==> src/ssup_pkg.sv <==
// Purpose: constants for the supply supervisor mode-decode block
// Assumes: 20 MHz pclk, APB slave with 32-bit data
// Notes: register offsets are byte addresses
// Overview of operation
// - fast wake-up when low supervisor disabled or full-performance, else slow
// - high supervisor with sleep_keep clear goes off entering deep sleep
// - auto: full-perf high monitor runs normal in deep sleep; manual keeps state
// - check first needs fast wake-up or low monitor off or full-perf, else not affected
// - flag high supervisor: enabled, normal, sleep_keep clear or auto set
// - check result is one when affected, zero when not
// - flag high monitor: enabled, not full-perf, auto set; else not affected
// - wake failure possible within about 1 us of deep sleep entry if affected
package ssup_pkg;
  localparam logic [7:0] ADDR_LOW_CTL = 8'h00;
  localparam logic [7:0] ADDR_HIGH_CTL = 8'h04;
  localparam logic [7:0] ADDR_STATUS = 8'h08;
  localparam logic [7:0] ADDR_IRQ_FLAG = 8'h0c;
  localparam logic [7:0] ADDR_IRQ_MASK = 8'h10;
  localparam logic [7:0] ADDR_MODE = 8'h14;
  // control register bit positions, same for low and high side
  localparam int B_SUP_EN = 0;
  localparam int B_SUP_KEEP = 1;
  localparam int B_SUP_FP = 2;
  localparam int B_MON_EN = 3;
  localparam int B_MON_FP = 4;
  localparam int B_AUTO = 5;
  localparam int CTL_W = 6;
  localparam logic [5:0] CTL_RESET = 6'h00;
  // irq flag bits
  localparam int I_LOW_SETTLED = 0;
  localparam int I_HIGH_SETTLED = 1;
  localparam int I_HANG_CFG = 2;
  // settling times in ns, cycles derived at the 50 ns period
  localparam int CLK_NS = 50;
  localparam int SETTLE_FAST_NS = 2000;
  localparam int SETTLE_SLOW_NS = 150000;
  localparam int SETTLE_FAST_CYC = (SETTLE_FAST_NS + CLK_NS - 1) / CLK_NS;
  localparam int SETTLE_SLOW_CYC = (SETTLE_SLOW_NS + CLK_NS - 1) / CLK_NS;
  typedef enum logic [1:0] {SSUP_OFF, SSUP_NORMAL, SSUP_FULL} ssup_state_e;
endpackage // ssup_pkg

==> src/ssup_top.sv <==
// Purpose: supply supervisor and monitor mode decode with settle flags
// Assumes: inputs synchronous to pclk; deep_sleep input from the power controller
// Notes: states are reported as 2-bit codes off/normal/full
//
// The register addresses and the APB slave port were chosen for this implementation.
module ssup_top
  import ssup_pkg::*;
#(
  parameter int SETTLE_SLOW = SETTLE_SLOW_CYC, // slow settling count
  parameter int SETTLE_FAST = SETTLE_FAST_CYC  // fast settling count
) (
  input wire logic pclk, // apb clock
  input wire logic presetn, // async reset, active low
  input wire logic psel, // apb select
  input wire logic penable, // apb enable
  input wire logic pwrite, // apb direction
  input wire logic [7:0] paddr, // apb byte address
  input wire logic [31:0] pwdata, // apb write data
  output logic [31:0] prdata, // apb read data
  output logic pready, // apb ready
  output logic pslverr, // apb error
  input wire logic deep_sleep, // device in deep sleep modes
  output logic [1:0] low_sup_state, // low supervisor state
  output logic [1:0] low_mon_state, // low monitor state
  output logic [1:0] high_sup_state, // high supervisor state
  output logic [1:0] high_mon_state, // high monitor state
  output logic fast_wake, // fast wake-up selected
  output logic hang_cfg, // wake hang configuration check result
  output logic low_side_settle_flag, // low settling busy
  output logic high_side_settle_flag, // high settling busy
  output logic irq // interrupt, level
);
  logic [CTL_W-1:0] low_side_control_reg;
  logic [CTL_W-1:0] high_side_control_reg;
  logic [2:0] irq_flag;
  logic [2:0] irq_mask;
  logic [17:0] low_cnt;
  logic [17:0] high_cnt;
  logic wr_en;
  logic rd_en;
  logic addr_ok;
  logic next_hang;
  logic next_fast;
  logic hang_rise;
  logic low_done;
  logic high_done;

  // decode one unit: enable, sleep_keep, full_perf, auto, deep sleep
  function automatic ssup_state_e unit_state(input logic en, input logic keep,
      input logic fp, input logic auto_c, input logic sleep);
    ssup_state_e run;
    // plain ifs: a conditional between two enum literals is not typed alike by every tool
    run = SSUP_NORMAL;
    if (fp) run = SSUP_FULL;
    if (!en) return SSUP_OFF;
    if (!sleep) return run;
    if (!keep) return SSUP_OFF;
    if (auto_c) begin
      if (fp) return SSUP_NORMAL;
      return SSUP_OFF;
    end
    return run;
  endfunction

  // settle count in cycles for a side's supervisor performance
  function automatic logic [17:0] settle_len(input logic fp);
    return fp ? 18'(SETTLE_FAST) : 18'(SETTLE_SLOW);
  endfunction

  // apb answers in the access phase with no wait state
  assign pready = 1'b1;
  assign wr_en = psel && penable && pwrite;
  assign rd_en = psel && !pwrite;
  assign addr_ok = (paddr == ADDR_LOW_CTL) || (paddr == ADDR_HIGH_CTL) ||
                   (paddr == ADDR_STATUS) || (paddr == ADDR_IRQ_FLAG) ||
                   (paddr == ADDR_IRQ_MASK) || (paddr == ADDR_MODE);
  assign pslverr = psel && penable && !addr_ok;

  // monitors have no sleep_keep bit: they keep running in manual control
  assign low_sup_state = 2'(unit_state(low_side_control_reg[B_SUP_EN],
      low_side_control_reg[B_SUP_KEEP], low_side_control_reg[B_SUP_FP],
      low_side_control_reg[B_AUTO], deep_sleep));
  assign low_mon_state = 2'(unit_state(low_side_control_reg[B_MON_EN], 1'b1,
      low_side_control_reg[B_MON_FP], low_side_control_reg[B_AUTO], deep_sleep));
  assign high_sup_state = 2'(unit_state(high_side_control_reg[B_SUP_EN],
      high_side_control_reg[B_SUP_KEEP], high_side_control_reg[B_SUP_FP],
      high_side_control_reg[B_AUTO], deep_sleep));
  assign high_mon_state = 2'(unit_state(high_side_control_reg[B_MON_EN], 1'b1,
      high_side_control_reg[B_MON_FP], high_side_control_reg[B_AUTO],
      deep_sleep));

  // wake speed and hang check, combinational from control bits
  always_comb begin
    next_fast = !low_side_control_reg[B_SUP_EN] || low_side_control_reg[B_SUP_FP];
    next_hang = 1'b0;
    if (next_fast || !low_side_control_reg[B_MON_EN] ||
        low_side_control_reg[B_MON_FP]) begin
      if (high_side_control_reg[B_SUP_EN] && !high_side_control_reg[B_SUP_FP] &&
          (!high_side_control_reg[B_SUP_KEEP] || high_side_control_reg[B_AUTO]))
        next_hang = 1'b1;
      if (high_side_control_reg[B_MON_EN] && !high_side_control_reg[B_MON_FP] &&
          high_side_control_reg[B_AUTO])
        next_hang = 1'b1;
    end
  end

  // registered status outputs; hang_cfg warns of the ~1 us wake failure window
  always_ff @(posedge pclk or negedge presetn) begin
    if (!presetn) begin
      fast_wake <= 1'b1;
      hang_cfg <= 1'b0;
    end else begin
      fast_wake <= next_fast;
      hang_cfg <= next_hang;
    end
  end
  assign hang_rise = next_hang && !hang_cfg;

  // control registers
  always_ff @(posedge pclk or negedge presetn) begin
    if (!presetn) begin
      low_side_control_reg <= CTL_RESET;
      high_side_control_reg <= CTL_RESET;
      irq_mask <= 3'h0;
    end else if (wr_en) begin
      if (paddr == ADDR_LOW_CTL) low_side_control_reg <= pwdata[CTL_W-1:0];
      if (paddr == ADDR_HIGH_CTL) high_side_control_reg <= pwdata[CTL_W-1:0];
      if (paddr == ADDR_IRQ_MASK) irq_mask <= pwdata[2:0];
    end
  end

  // settle counters: write restarts, flag stays high until count runs out
  always_ff @(posedge pclk or negedge presetn) begin
    if (!presetn) begin
      low_cnt <= 18'h00000;
      high_cnt <= 18'h00000;
    end else begin
      if (wr_en && paddr == ADDR_LOW_CTL) low_cnt <= settle_len(pwdata[B_SUP_FP]);
      else if (low_cnt != 18'h00000) low_cnt <= low_cnt - 18'h00001;
      if (wr_en && paddr == ADDR_HIGH_CTL) high_cnt <= settle_len(pwdata[B_SUP_FP]);
      else if (high_cnt != 18'h00000) high_cnt <= high_cnt - 18'h00001;
    end
  end
  assign low_side_settle_flag = (low_cnt != 18'h00000);
  assign high_side_settle_flag = (high_cnt != 18'h00000);
  assign low_done = (low_cnt == 18'h00001);
  assign high_done = (high_cnt == 18'h00001);

  // sticky flags, write one to clear; a new event beats the clear
  always_ff @(posedge pclk or negedge presetn) begin
    if (!presetn) begin
      irq_flag <= 3'h0;
    end else begin
      irq_flag <= (irq_flag & ~((wr_en && paddr == ADDR_IRQ_FLAG) ? pwdata[2:0] : 3'h0))
                  | {hang_rise, high_done, low_done};
    end
  end
  assign irq = |(irq_flag & irq_mask);

  // read data registered in setup so it is valid throughout access
  always_ff @(posedge pclk or negedge presetn) begin
    if (!presetn) begin
      prdata <= 32'h00000000;
    end else if (rd_en && !penable) begin
      case (paddr)
        ADDR_LOW_CTL: prdata <= {26'h0, low_side_control_reg};
        ADDR_HIGH_CTL: prdata <= {26'h0, high_side_control_reg};
        ADDR_STATUS: prdata <= {28'h0, hang_cfg, fast_wake, high_side_settle_flag,
                                low_side_settle_flag};
        ADDR_IRQ_FLAG: prdata <= {29'h0, irq_flag};
        ADDR_IRQ_MASK: prdata <= {29'h0, irq_mask};
        ADDR_MODE: prdata <= {24'h0, high_mon_state, high_sup_state, low_mon_state,
                              low_sup_state};
        default: prdata <= 32'h00000000;
      endcase
    end
  end
endmodule // ssup_top

==> config.mk <==
export PLATFORM = sky130hd
export DESIGN_NAME = ssup_top
export DESIGN_NICKNAME = d
export VERILOG_FILES = /design/src/ssup_pkg.sv /design/src/ssup_top.sv
export SDC_FILE = /design/constraint.sdc
export NUM_CORES = 1
export LEC_CHECK = 0
export BUFFER_PORTS_ARGS = -buffer_cell sky130_fd_sc_hd__clkbuf_2
export CAP_MARGIN = 10
export CORE_UTILIZATION = 58
export CTS_CLUSTER_DIAMETER = 30
export DETAILED_ROUTE_END_ITERATION = 8
export GPL_ROUTABILITY_DRIVEN = 1
export PLACE_DENSITY = 0.95
export SLEW_MARGIN = 30
export SYNTH_ARGS = -nofsm -noshare
export SYNTH_HDL_FRONTEND = slang
export SYNTH_SLANG_ARGS = --single-unit
==> constraint.sdc <==
create_clock -name pclk -period 6.9 [get_ports pclk]
set_input_delay 2.07 -clock pclk [delete_from_list [all_inputs] [get_ports pclk]]
set_output_delay 2.07 -clock pclk [all_outputs]
set_load 0.01 [all_outputs]
==> metrics.md, run 1 <==
| Metric | Value |
|---|---|
| Outcome | finished, final reports clean |
| Period utilization | 79.7% |
| CTS root buffer | clkbuf_8 |
| Fin. max-slew vios | 0 |
| CP Data Required Time | 4830 ps |
| Syn Inst Count | 423 |
| Biggest regs | high_cnt: 18 flops, low_cnt: 18 flops, prdata: 8 flops |
| Full die area | 0.00690 mm^2 |
| Yosys warns | 0 |
| CTS H-tree depth | 3 |
| Hold Vio Cnt, Final | 0 |
| Worst rel slew slack | 38.3% |
| Worst path bufs/invs | 2 |
| Fin Clk Skew | 13.8 ps |
| Worst slack, placed | 1430 ps |
| GR Util All Layers | 27.1% |
| Most frequent cells in the layout | dfrtp_1 (63), nand2_1 (54), clkbuf_2 (41) |
| Worst path slowest cell | a2111oi_0 |
| Yosys cell types | 55 |
| VDD IR max | 0.175 mV |
| Port Buffers | 41 |
| Final setup viols | 0 |
| Total core area | 0.00635 mm^2 |
| Critical Path Most Common Cell | clkbuf_2 |
| Placement row count | 29 |
| Final Total Pwr | 0.942 mW |
| Antenna violations before repair | 0 |
| RePlAce Congestion | 0.915 |
| Hold_buf cts | 0 |
| Hpwl dp | 6150 um |
| Max cap viols | 0 |
| Leading cell type in the layout, fill and taps excluded | dfrtp_1 |
| Avg Vias per Cell | 6.13 |
| First-pass GRT wire length | 15,000 um |
| Syn avg cell area | 9.01 um^2 |
| Placed insts | 526 |
| Hold_ws | 480 ps |
| Post-cts resize count | 0 |
| Largest net degree at the start of global routing | 65 |
| Design area | 0.00415 mm^2 |
| Largest stage delay, worst path | 580 ps |
| Worst-path cell chain | clkbuf_2, or3_1, a2111oi_0, nor2_1, clkbuf_2 |
| DRT Pass-1 Iters | 7 |
| Die X | 83.1 um |
| Area of the mapped netlist | 0.00381 mm^2 |
| Hold Crit Class | reg2reg |
| Placed instance area | 0.00397 mm^2 |
| Nets | 514 |
| DRC | 0 |
| DRT iter0 DRCs | 420 |
| Pleak | 1.81 nW |
| Die Y | 83.1 um |
| Cell family with most CP delay | compound AO/OA/AOI/OAI gates |
| Post-CTS Setup Repair Bufs | 0 |
| Critical Path AT | 3430 ps |
| WL final | 8800 um |
| Area Growth Syn to Fin | 8.87% |
| Post-route minimum period | 5500 ps |
| Worst setup EP type | primary output |
| Vias in the first global route | 3,187 |
| Setup ws final | 1400 ps |
| WL/cell | 16.2 um |
| GRT overflow | 0 |
| Post-synth EDFFs | 0 |
| Vias post-DR | 3,324 |
| # IOs | 93 |
| Initial core utilization | 60.0% |
| Inserted Clock Buffers | 9 |
| Clock buffer depth | 2 |
| Worst Path Class, Setup | in2out |
| Critical Path Fanout Max | 5 |
| CTS tree | built |
| Synth Flop Type | dfrtp_1 |
| Fmax | 182 MHz |
| Non-Filler Instances | 542 |
| RSZ-0062 raised after global routing | no |
| Ys async rst share | 100% |
| Seq/Total Area, Yosys | 42.1% |
| Layout cell share with drive strength beyond 1 | 16.6% |
| Worst-margin pin slew | 918 ps |
| Post-route ant nets | 0 |
| Sum of negative setup slack | 0 ps |
| Startpoint types | primary input |
| Clock Pin Slew Worst Setup and Hold Paths | 80 ps |
| Worst-skew pair later-pin latency | 350 ps |
| Ant diodes | 0 |
| Util after Layout | 65.3% |
| Pwr dens | 227 mW/mm^2 |
| Post-synthesis register bit count | 64 |
| Sink Count | 64 |
kinds of logic (layout without fill, tap and decap cells):
logic type	count (synthesis)	count (layout)	share of synthesized area, %
other	2	25	0.197
XOR/XNOR	22	22	5.06
multiplexers	13	13	3.91
flip-flops	64	64	42.1
adder cells (fa/ha/maj)	8	8	2.63
AO/OA/AOI/OAI	67	67	11.5
AND/OR/NAND/NOR	194	194	26.9
buffers and inverters	53	72	7.68
layout make-up:
type	instances	area, um^2
Clock buffer	9	124
Clock inverter	7	55.1
Fill cell	471	2200
Inverter	13	48.8
Multi-Input combinational cell	329	2000
Sequential cell	64	1600
Tap cell	77	96.3
Timing Repair Buffer	43	220
metal layers:
| metal | track usage [%] | vias to the layer above | routed length, um |
|---|---|---|---|
| met3 | 5.77 | 25 | 690 |
| met4 | 12.1 | 0 | 212 |
| met2 | 43.0 | 204 | 4170 |
| met1 | 35.8 | 1571 | 3730 |
| met5 | 0 | - | 0 |
| li1 | - | 1524 | - |
worst min-delay path, cell delays in order, from the launching register on:
cell     delay, ps
dfrtp_1        350
nand2_1         40
o21ai_0         60
final timing paths:
path                             from  depth (start not counted)           end  slack (ps)
setup / recovery             paddr[5]                          5       pslverr        1400
hold / removal              prdata[4]                          2     prdata[4]         480
setup reg to reg           low_cnt[8]                          5    low_cnt[0]        4230
hold reg to reg             prdata[4]                          2     prdata[4]         480
max in group asynchronous     presetn                          2  high_cnt[13]        4500
min in group asynchronous     presetn                          2  high_cnt[10]        1890
cell usage after synthesis (6+ instances only):
| cell | count | area share, % |
|---|---|---|
| dfrtp_1 | 63 | 41 |
| nand2_1 | 54 | 5.3 |
| nor2_1 | 36 | 3.5 |
| buf_4 | 25 | 4.9 |
| o21ai_0 | 22 | 2.9 |
| nand3_1 | 21 | 2.8 |
| clkbuf_1 | 14 | 1.4 |
| inv_1 | 13 | 1.3 |
| xor2_1 | 13 | 3.0 |
| a21oi_1 | 12 | 1.6 |
| nor3_1 | 12 | 1.6 |
| or3_1 | 9 | 1.5 |
| xnor2_1 | 9 | 2.1 |
| ha_1 | 8 | 2.6 |
| nand3b_1 | 8 | 1.6 |
| mux2i_1 | 7 | 1.8 |
| nand2b_1 | 7 | 1.1 |
| and2_1 | 6 | 0.99 |
| nor4_1 | 6 | 0.99 |
report_power, final:
group	internal [mW]	switching [mW]	leakage, nW
Clock	0.134	0.162	0.0866
Sequential	0.423	0.0588	0.761
Combinational	0.0688	0.0958	0.967
Total	0.626	0.317	1.81
No activity file was read; power rests on OpenSTA's default activity.
==> run 2, diff against run 1 <==
--- a/config.mk
+++ b/config.mk
@@ -7,11 +7,11 @@
 export LEC_CHECK = 0
 export BUFFER_PORTS_ARGS = -buffer_cell sky130_fd_sc_hd__clkbuf_2
 export CAP_MARGIN = 10
-export CORE_UTILIZATION = 58
+export CORE_UTILIZATION = 54
 export CTS_CLUSTER_DIAMETER = 30
 export DETAILED_ROUTE_END_ITERATION = 8
 export GPL_ROUTABILITY_DRIVEN = 1
-export PLACE_DENSITY = 0.95
+export PLACE_DENSITY = 0.92
 export SLEW_MARGIN = 30
 export SYNTH_ARGS = -nofsm -noshare
 export SYNTH_HDL_FRONTEND = slang
==> constraint.sdc (replaced) <==
create_clock -name pclk -period 5.73 [get_ports pclk]
set_input_delay 1.719 -clock pclk [delete_from_list [all_inputs] [get_ports pclk]]
set_output_delay 1.719 -clock pclk [all_outputs]
set_load 0.01 [all_outputs]
==> metrics.md, run 2 (synthesis gave the netlist of run 1 again) <==
| Metric | Value |
|---|---|
| Outcome | finished, final reports clean |
| Post-route minimum period | 4720 ps |
| Biggest regs | high_cnt: 18 flops, low_cnt: 18 flops, prdata: 8 flops |
| Hold Crit Class | reg2reg |
| Met2 Track Usage GR | 38.2% (-4.8 points) |
| Full die area | 0.00740 mm^2 (+7.2%) |
| Met1 Use GR | 31.8% (-4.0 points) |
| Die X | 86.0 um (+3.5%) |
| Vias post-DR | 3,241 (-2.5%) |
| Multi-input combinational cell area | 0.00200 mm^2 (unchanged) |
| Sum of negative setup slack | 0 ps (unchanged) |
| Clock Pin Slew Worst Setup and Hold Paths | 70 ps (about the same) |
| Most Crowded Layer GR | met2 |
| Worst-margin pin slew | 953 ps (+34.8 ps) |
| Ant diodes | 0 (unchanged) |
| Avg Vias per Cell | 5.78 (-5.8%) |
| Fill count | 566 (+20%) |
| Hold_buf cts | 0 (unchanged) |
| Post-cts resize count | 0 (unchanged) |
| Largest net degree at the start of global routing | 65 (unchanged) |
| P_int | 0.771 mW (+23%) |
| Clock buffer depth | 2 (unchanged) |
| GRT overflow | 0 (unchanged) |
| Most frequent cells in the layout | dfrtp_1 (63), nand2_1 (54), clkbuf_2 (41) |
| DRC | 0 (unchanged) |
| Critical Path Fanout Max | 5 (unchanged) |
| Post-route ant nets | 0 (unchanged) |
| Final Total Pwr | 1.13 mW (+20%) |
| Fmax | 212 MHz |
| Antenna violations before repair | 0 (unchanged) |
| Comb pwr share | 17.3% (-0.2 points) |
| Worst path bufs/invs | 2 (unchanged) |
| Final setup viols | 0 (unchanged) |
| DRT Pass-1 Iters | 5 (-2) |
| Pwr dens | 270 mW/mm^2 (+19%) |
| Reg area | 0.00160 mm^2 (unchanged) |
| DRT iter0 DRCs | 261 (-38%) |
| Seq pwr share | 51.7% (+0.5 points) |
| Post-CTS Setup Repair Bufs | 0 (unchanged) |
| Max cap viols | 0 (unchanged) |
| WL final | 8420 um (-4.4%) |
| Initial core utilization | 56.1% (-3.9 points) |
| Cell family with most CP delay | compound AO/OA/AOI/OAI gates |
| Sw Share | 31.6% (-2.0 points) |
| Nets | 514 (unchanged) |
| # IOs | 93 (unchanged) |
| Area Growth Syn to Fin | 9.39% |
| Hold Vio Cnt, Final | 0 (unchanged) |
| Port Buffers | 41 (unchanged) |
| Largest stage delay, worst path | 540 ps (-40 ps) |
| Hpwl dp | 6050 um (-1.6%) |
| CTS H-tree depth | 3 (unchanged) |
| GR Util All Layers | 24.1% (-3.0 points) |
| Critical Path AT | 3000 ps (-430 ps) |
| CTS root buffer | clkbuf_8 |
| Placement row count | 30 (+3.4%) |
| Clock network fraction of design power | 31.0% (-0.4 points) |
| Inserted Clock Buffers | 9 (unchanged) |
| Layout cell share with drive strength beyond 1 | 16.3% (-0.22 points) |
| Worst Path Class, Setup | in2out |
| M3 GR Usage | 4.14% (-1.6 points) |
| Vias in the first global route | 2,972 (-6.7%) |
| Worst-path cell chain | clkbuf_2, or3_1, a2111oi_0, nor2_1, clkbuf_2 |
| Critical Path Most Common Cell | clkbuf_2 |
| Worst rel slew slack | 36.0% (-2.3 points) |
| RSZ-0062 raised after global routing | no |
| WL/cell | 15.0 um (-7.6%) |
| Fin. max-slew vios | 0 (unchanged) |
| Worst setup EP type | primary output |
| Startpoint types | primary input |
| CTS tree | built |
| CP Data Required Time | 4010 ps (-820 ps) |
| Worst path slowest cell | a2111oi_0 |
| Fin Clk Skew | 7.51 ps (-6.32 ps) |
| Leading cell type in the layout, fill and taps excluded | dfrtp_1 |
| Die Y | 86.0 um (+3.5%) |
| RePlAce Congestion | 0.884 (-3.4%) |
| Sink Count | 64 (unchanged) |
| Sw Pwr | 0.356 mW (+13%) |
| Period utilization | 82.4% |
| Total core area | 0.00679 mm^2 (+7.0%) |
| VDD IR max | 0.165 mV (-5.6%) |
| Worst-skew pair later-pin latency | 350 ps (about the same) |
| Pleak | 1.82 nW (+0.51%) |
| First-pass GRT wire length | 13,900 um (-7.5%) |
-- run 2: cell types whose count changed in the layout (fill, tap and decap cells not counted), sizes merged --
cell / change
clkbuf: +3
clkinvlp: -2
inv: -3
clkinv: +2
-- run 2: layout make-up --
class                           count  share of cell area, %
Clock buffer                       12                   3.72
Clock inverter                      4                  0.480
Inverter                           13                   1.17
Multi-Input combinational cell    329                   48.0
Sequential cell                    64                   38.5
Tap cell                           96                   2.88
Timing Repair Buffer               43                   5.28
-- run 2: metal layers --
layer / part of all wire [%] / vias up
li1: - / 1527
met1: 44 / 1548
met2: 47 / 139
met3: 5.7 / 27
met4: 3.1 / 0
met5: 0 / -
-- run 2: worst register-to-register path, stage by stage, from the launching register on --
cell and delay, ps:
dfrtp_1 430, or4_4 600, nor4b_2 660, nand3_1 470, xnor2_1 290, nor2_1 60
-- run 2: per-stage QoR --
stage          instance area, um^2  cells  hold slack, ps  utilization (%)  setup slack [ps]
6_report                      4170    561             487             61.3              1010
5_1_grt                       4170    561             520             61.3               900
4_1_cts                       4170    561             488             61.3              1020
3_5_place_dp                  3990    545             473             58.8              1040
3_3_place_gp                  3990    545             464             58.8              1020
2_1_floorplan                 3900    446             481                -              1280
-- run 2: final timing paths --
check | start | to | slack (ps) | depth (start not counted)
worst max-delay path | paddr[5] | pslverr | 1010 | 5
worst min-delay path | prdata[1] | prdata[1] | 490 | 2
worst max register to register | low_cnt[8] | low_cnt[0] | 3080 | 5
worst min register to register | prdata[1] | prdata[1] | 490 | 2
max in group asynchronous | presetn | high_cnt[15] | 3680 | 2
min in group asynchronous | presetn | high_cnt[12] | 1550 | 2
-- run 2: power by group through the flow --
stage / clock network, mW / registers, mW / logic (mW)
3_5_place_dp: 0 / 0.587 / 0.194
2_1_floorplan: 0 / 0.569 / 0.161
6_report: 0.349 / 0.582 / 0.195
3_3_place_gp: 0 / 0.581 / 0.184
5_1_grt: 0.373 / 0.591 / 0.223
4_1_cts: 0.352 / 0.580 / 0.195
==> run 3, diff against run 2 <==
--- a/config.mk
+++ b/config.mk
@@ -5,9 +5,10 @@
 export SDC_FILE = /design/constraint.sdc
 export NUM_CORES = 1
 export LEC_CHECK = 0
+export ABC_AREA = 1
 export BUFFER_PORTS_ARGS = -buffer_cell sky130_fd_sc_hd__clkbuf_2
 export CAP_MARGIN = 10
-export CORE_UTILIZATION = 54
+export CORE_UTILIZATION = 55
 export CTS_CLUSTER_DIAMETER = 30
 export DETAILED_ROUTE_END_ITERATION = 8
 export GPL_ROUTABILITY_DRIVEN = 1
==> constraint.sdc (replaced) <==
create_clock -name pclk -period 4.88 [get_ports pclk]
set_input_delay 1.464 -clock pclk [delete_from_list [all_inputs] [get_ports pclk]]
set_output_delay 1.464 -clock pclk [all_outputs]
set_load 0.01 [all_outputs]
==> metrics.md, run 3 <==
| Metric | Value |
|---|---|
| Die Y | 87.6 um (+1.9%) |
| GR Util All Layers | 24.8% (+0.74 points) |
| DRT Pass-1 Iters | 5 (unchanged) |
| Hold Vio Cnt, Final | 0 (unchanged) |
| Total core area | 0.00694 mm^2 (+2.2%) |
| Area contributors post-synth | dfrtp_1 (39%), nand2_1 (11%), nor2_1 (6.3%) |
| Port Buffers | 41 (unchanged) |
| DRC | 0 (unchanged) |
| Yosys cell types | 39 (-29%) |
| Yosys warns | 0 (unchanged) |
| RSZ-0062 raised after global routing | no |
| Post-route ant nets | 0 (unchanged) |
| WL/cell | 13.2 um (-12%) |
| Worst setup EP type | primary output |
| Pleak | 2.41 nW (+32%) |
| Hold Crit Class | reg2reg |
| Final setup viols | 0 (unchanged) |
| Clock Pin Slew Worst Setup and Hold Paths | 80 ps (about the same) |
| Top-count cell post-synth | nand2_1 |
| Sum of negative setup slack | 0 ps (unchanged) |
| Area share of the largest cell type after synthesis | 39.1% (-2.3 points) |
| Ant diodes | 0 (unchanged) |
| Seq/Total Area, Yosys | 39.7% (-2.3 points) |
| Initial core utilization | 58.1% (+2.0 points) |
| WL final | 8860 um (+5.3%) |
| Synth area leader | dfrtp_1 |
| Fin. max-slew vios | 0 (unchanged) |
| First-pass GRT wire length | 14,800 um (+6.3%) |
| Worst rel slew slack | 45.5% (+9.5 points) |
| Sink Count | 64 (unchanged) |
| Area Growth Syn to Fin | 9.80% |
| Antenna violations before repair | 0 (unchanged) |
| Post-route minimum period | 3780 ps |
| Leading cell type in the layout, fill and taps excluded | nand2_1 |
| Clock buffer depth | 2 (unchanged) |
| Vias post-DR | 3,551 (+9.6%) |
| Layout cell share with drive strength beyond 1 | 18.5% (+2.2 points) |
| RePlAce Congestion | 0.894 (+1.1%) |
| CTS H-tree depth | 3 (unchanged) |
| Largest net degree at the start of global routing | 37 (-43%) |
| Syn Inst Count | 522 (+23%) |
| Fin Clk Skew | 17.1 ps (+9.63 ps) |
| Fill count | 564 (-0.35%) |
| Hpwl dp | 6350 um (+5.0%) |
| Worst-skew pair later-pin latency | 360 ps (about the same) |
| Startpoint types | primary input |
| CTS root buffer | clkbuf_8 |
| Vias in the first global route | 3,364 (+13%) |
| Worst Path Class, Setup | in2out |
| Hold_buf cts | 0 (unchanged) |
| Post-synth EDFFs | 0 (unchanged) |
| CP Data Required Time | 3420 ps (-590 ps) |
| Placement row count | 30 (unchanged) |
| Post-synthesis register bit count | 64 (unchanged) |
| Fmax | 264 MHz |
| Ys async rst share | 100% (unchanged) |
| Multi-input combinational cell area | 0.00206 mm^2 (+2.8%) |
| Syn avg cell area | 7.73 um^2 (-14%) |
| Post-cts resize count | 0 (unchanged) |
| Biggest regs | high_cnt: 18 flops, low_cnt: 18 flops, prdata: 8 flops |
| Avg Vias per Cell | 5.31 (-8.1%) |
| Nets | 622 (+21%) |
| Full die area | 0.00768 mm^2 (+3.8%) |
| Non-Filler Instances | 669 (+19%) |
| GRT overflow | 0 (unchanged) |
| Outcome | finished, final reports clean |
| Area of the mapped netlist | 0.00403 mm^2 (+5.8%) |
| Die X | 87.6 um (+1.9%) |
| Synth top cells by count | nand2_1 (122), nor2_1 (68), dfrtp_1 (63) |
| Reg area | 0.00160 mm^2 (unchanged) |
| Worst-margin pin slew | 817 ps (-135 ps) |
| DRT iter0 DRCs | 275 (+5.4%) |
| Most frequent cells in the layout | nand2_1 (122), nor2_1 (68), dfrtp_1 (63) |
| Max cap viols | 0 (unchanged) |
| Inserted Clock Buffers | 9 (unchanged) |
| VDD IR max | 0.176 mV (+6.9%) |
| Post-CTS Setup Repair Bufs | 0 (unchanged) |
| Pwr dens | 430 mW/mm^2 (+59%) |
| Placed insts | 653 (+20%) |
| Period utilization | 77.5% |
| Critical Path AT | 2320 ps (-680 ps) |
| CTS tree | built |
| Critical Path Fanout Max | 9 (+4) |
| Synth Flop Type | dfrtp_1 |
| # IOs | 93 (unchanged) |
-- run 3: logic make-up after synthesis --
group / synth area share (%)
compound gates: 8.13
xor+xnor: 3.47
fa+ha+maj: 2.48
buf+inv: 11.4
flops: 39.7
other cells: 0.186
simple gates: 34.6
-- run 3: worst paths after layout --
kind / start / endpoint / slack (ps) / depth (start not counted)
max: deep_sleep / high_sup_state[1] / 1100 / 5
min: prdata[1] / prdata[1] / 490 / 2
max reg2reg: high_cnt[1] / high_cnt[0] / 3130 / 8
min reg2reg: prdata[1] / prdata[1] / 490 / 2
max in group asynchronous: presetn / fast_wake / 2770 / 2
min in group asynchronous: presetn / prdata[2] / 1200 / 1
-- run 3: power by group --
part | total [mW] | internal [mW] | switching (mW)
Clock | 0.474 | 0.241 | 0.233
Combinational | 0.612 | 0.237 | 0.376
Sequential | 0.819 | 0.667 | 0.152
Total | 1.90 | 1.14 | 0.761
-- run 3: final cells by class --
cell class	instances	share of cell area [%]
multi-input cells	391	46.4
flip-flops and latches	64	36.2
inverters	60	5.26
repair buffers	42	4.80
clock buffers	9	2.80
well taps	96	2.71
clock inverters	7	1.81
-- run 3: worst max-delay path: stages --
cell and delay [ps]:
clkbuf_2 160, inv_1 160, a21oi_1 60, nor3_1 280, clkbuf_2 200
-- run 3: metrics by stage --
step                      setup WS (ps)  instance area (um^2)  util, %  hold slack, ps  power [mW]
final                              1100                  4430     63.8             487        1.90
after global routing               1030                  4430     63.8             506        2.03
after CTS                          1120                  4430     63.8             488        1.91
after detailed placement           1120                  4220     60.8             467        1.43
after global placement             1170                  4220     60.8             462        1.39
after floorplan                    1350                  4120        -             456        1.30
-- run 3: metal layers --
| metal | routed length, um | track usage (%) | vias to the layer above |
|---|---|---|---|
| met5 | 0 | 0 | - |
| met4 | 199 | 12.1 | 0 |
| met3 | 651 | 6.03 | 28 |
| met2 | 4360 | 42.4 | 192 |
| met1 | 3650 | 29.4 | 1635 |
| li1 | - | - | 1696 |
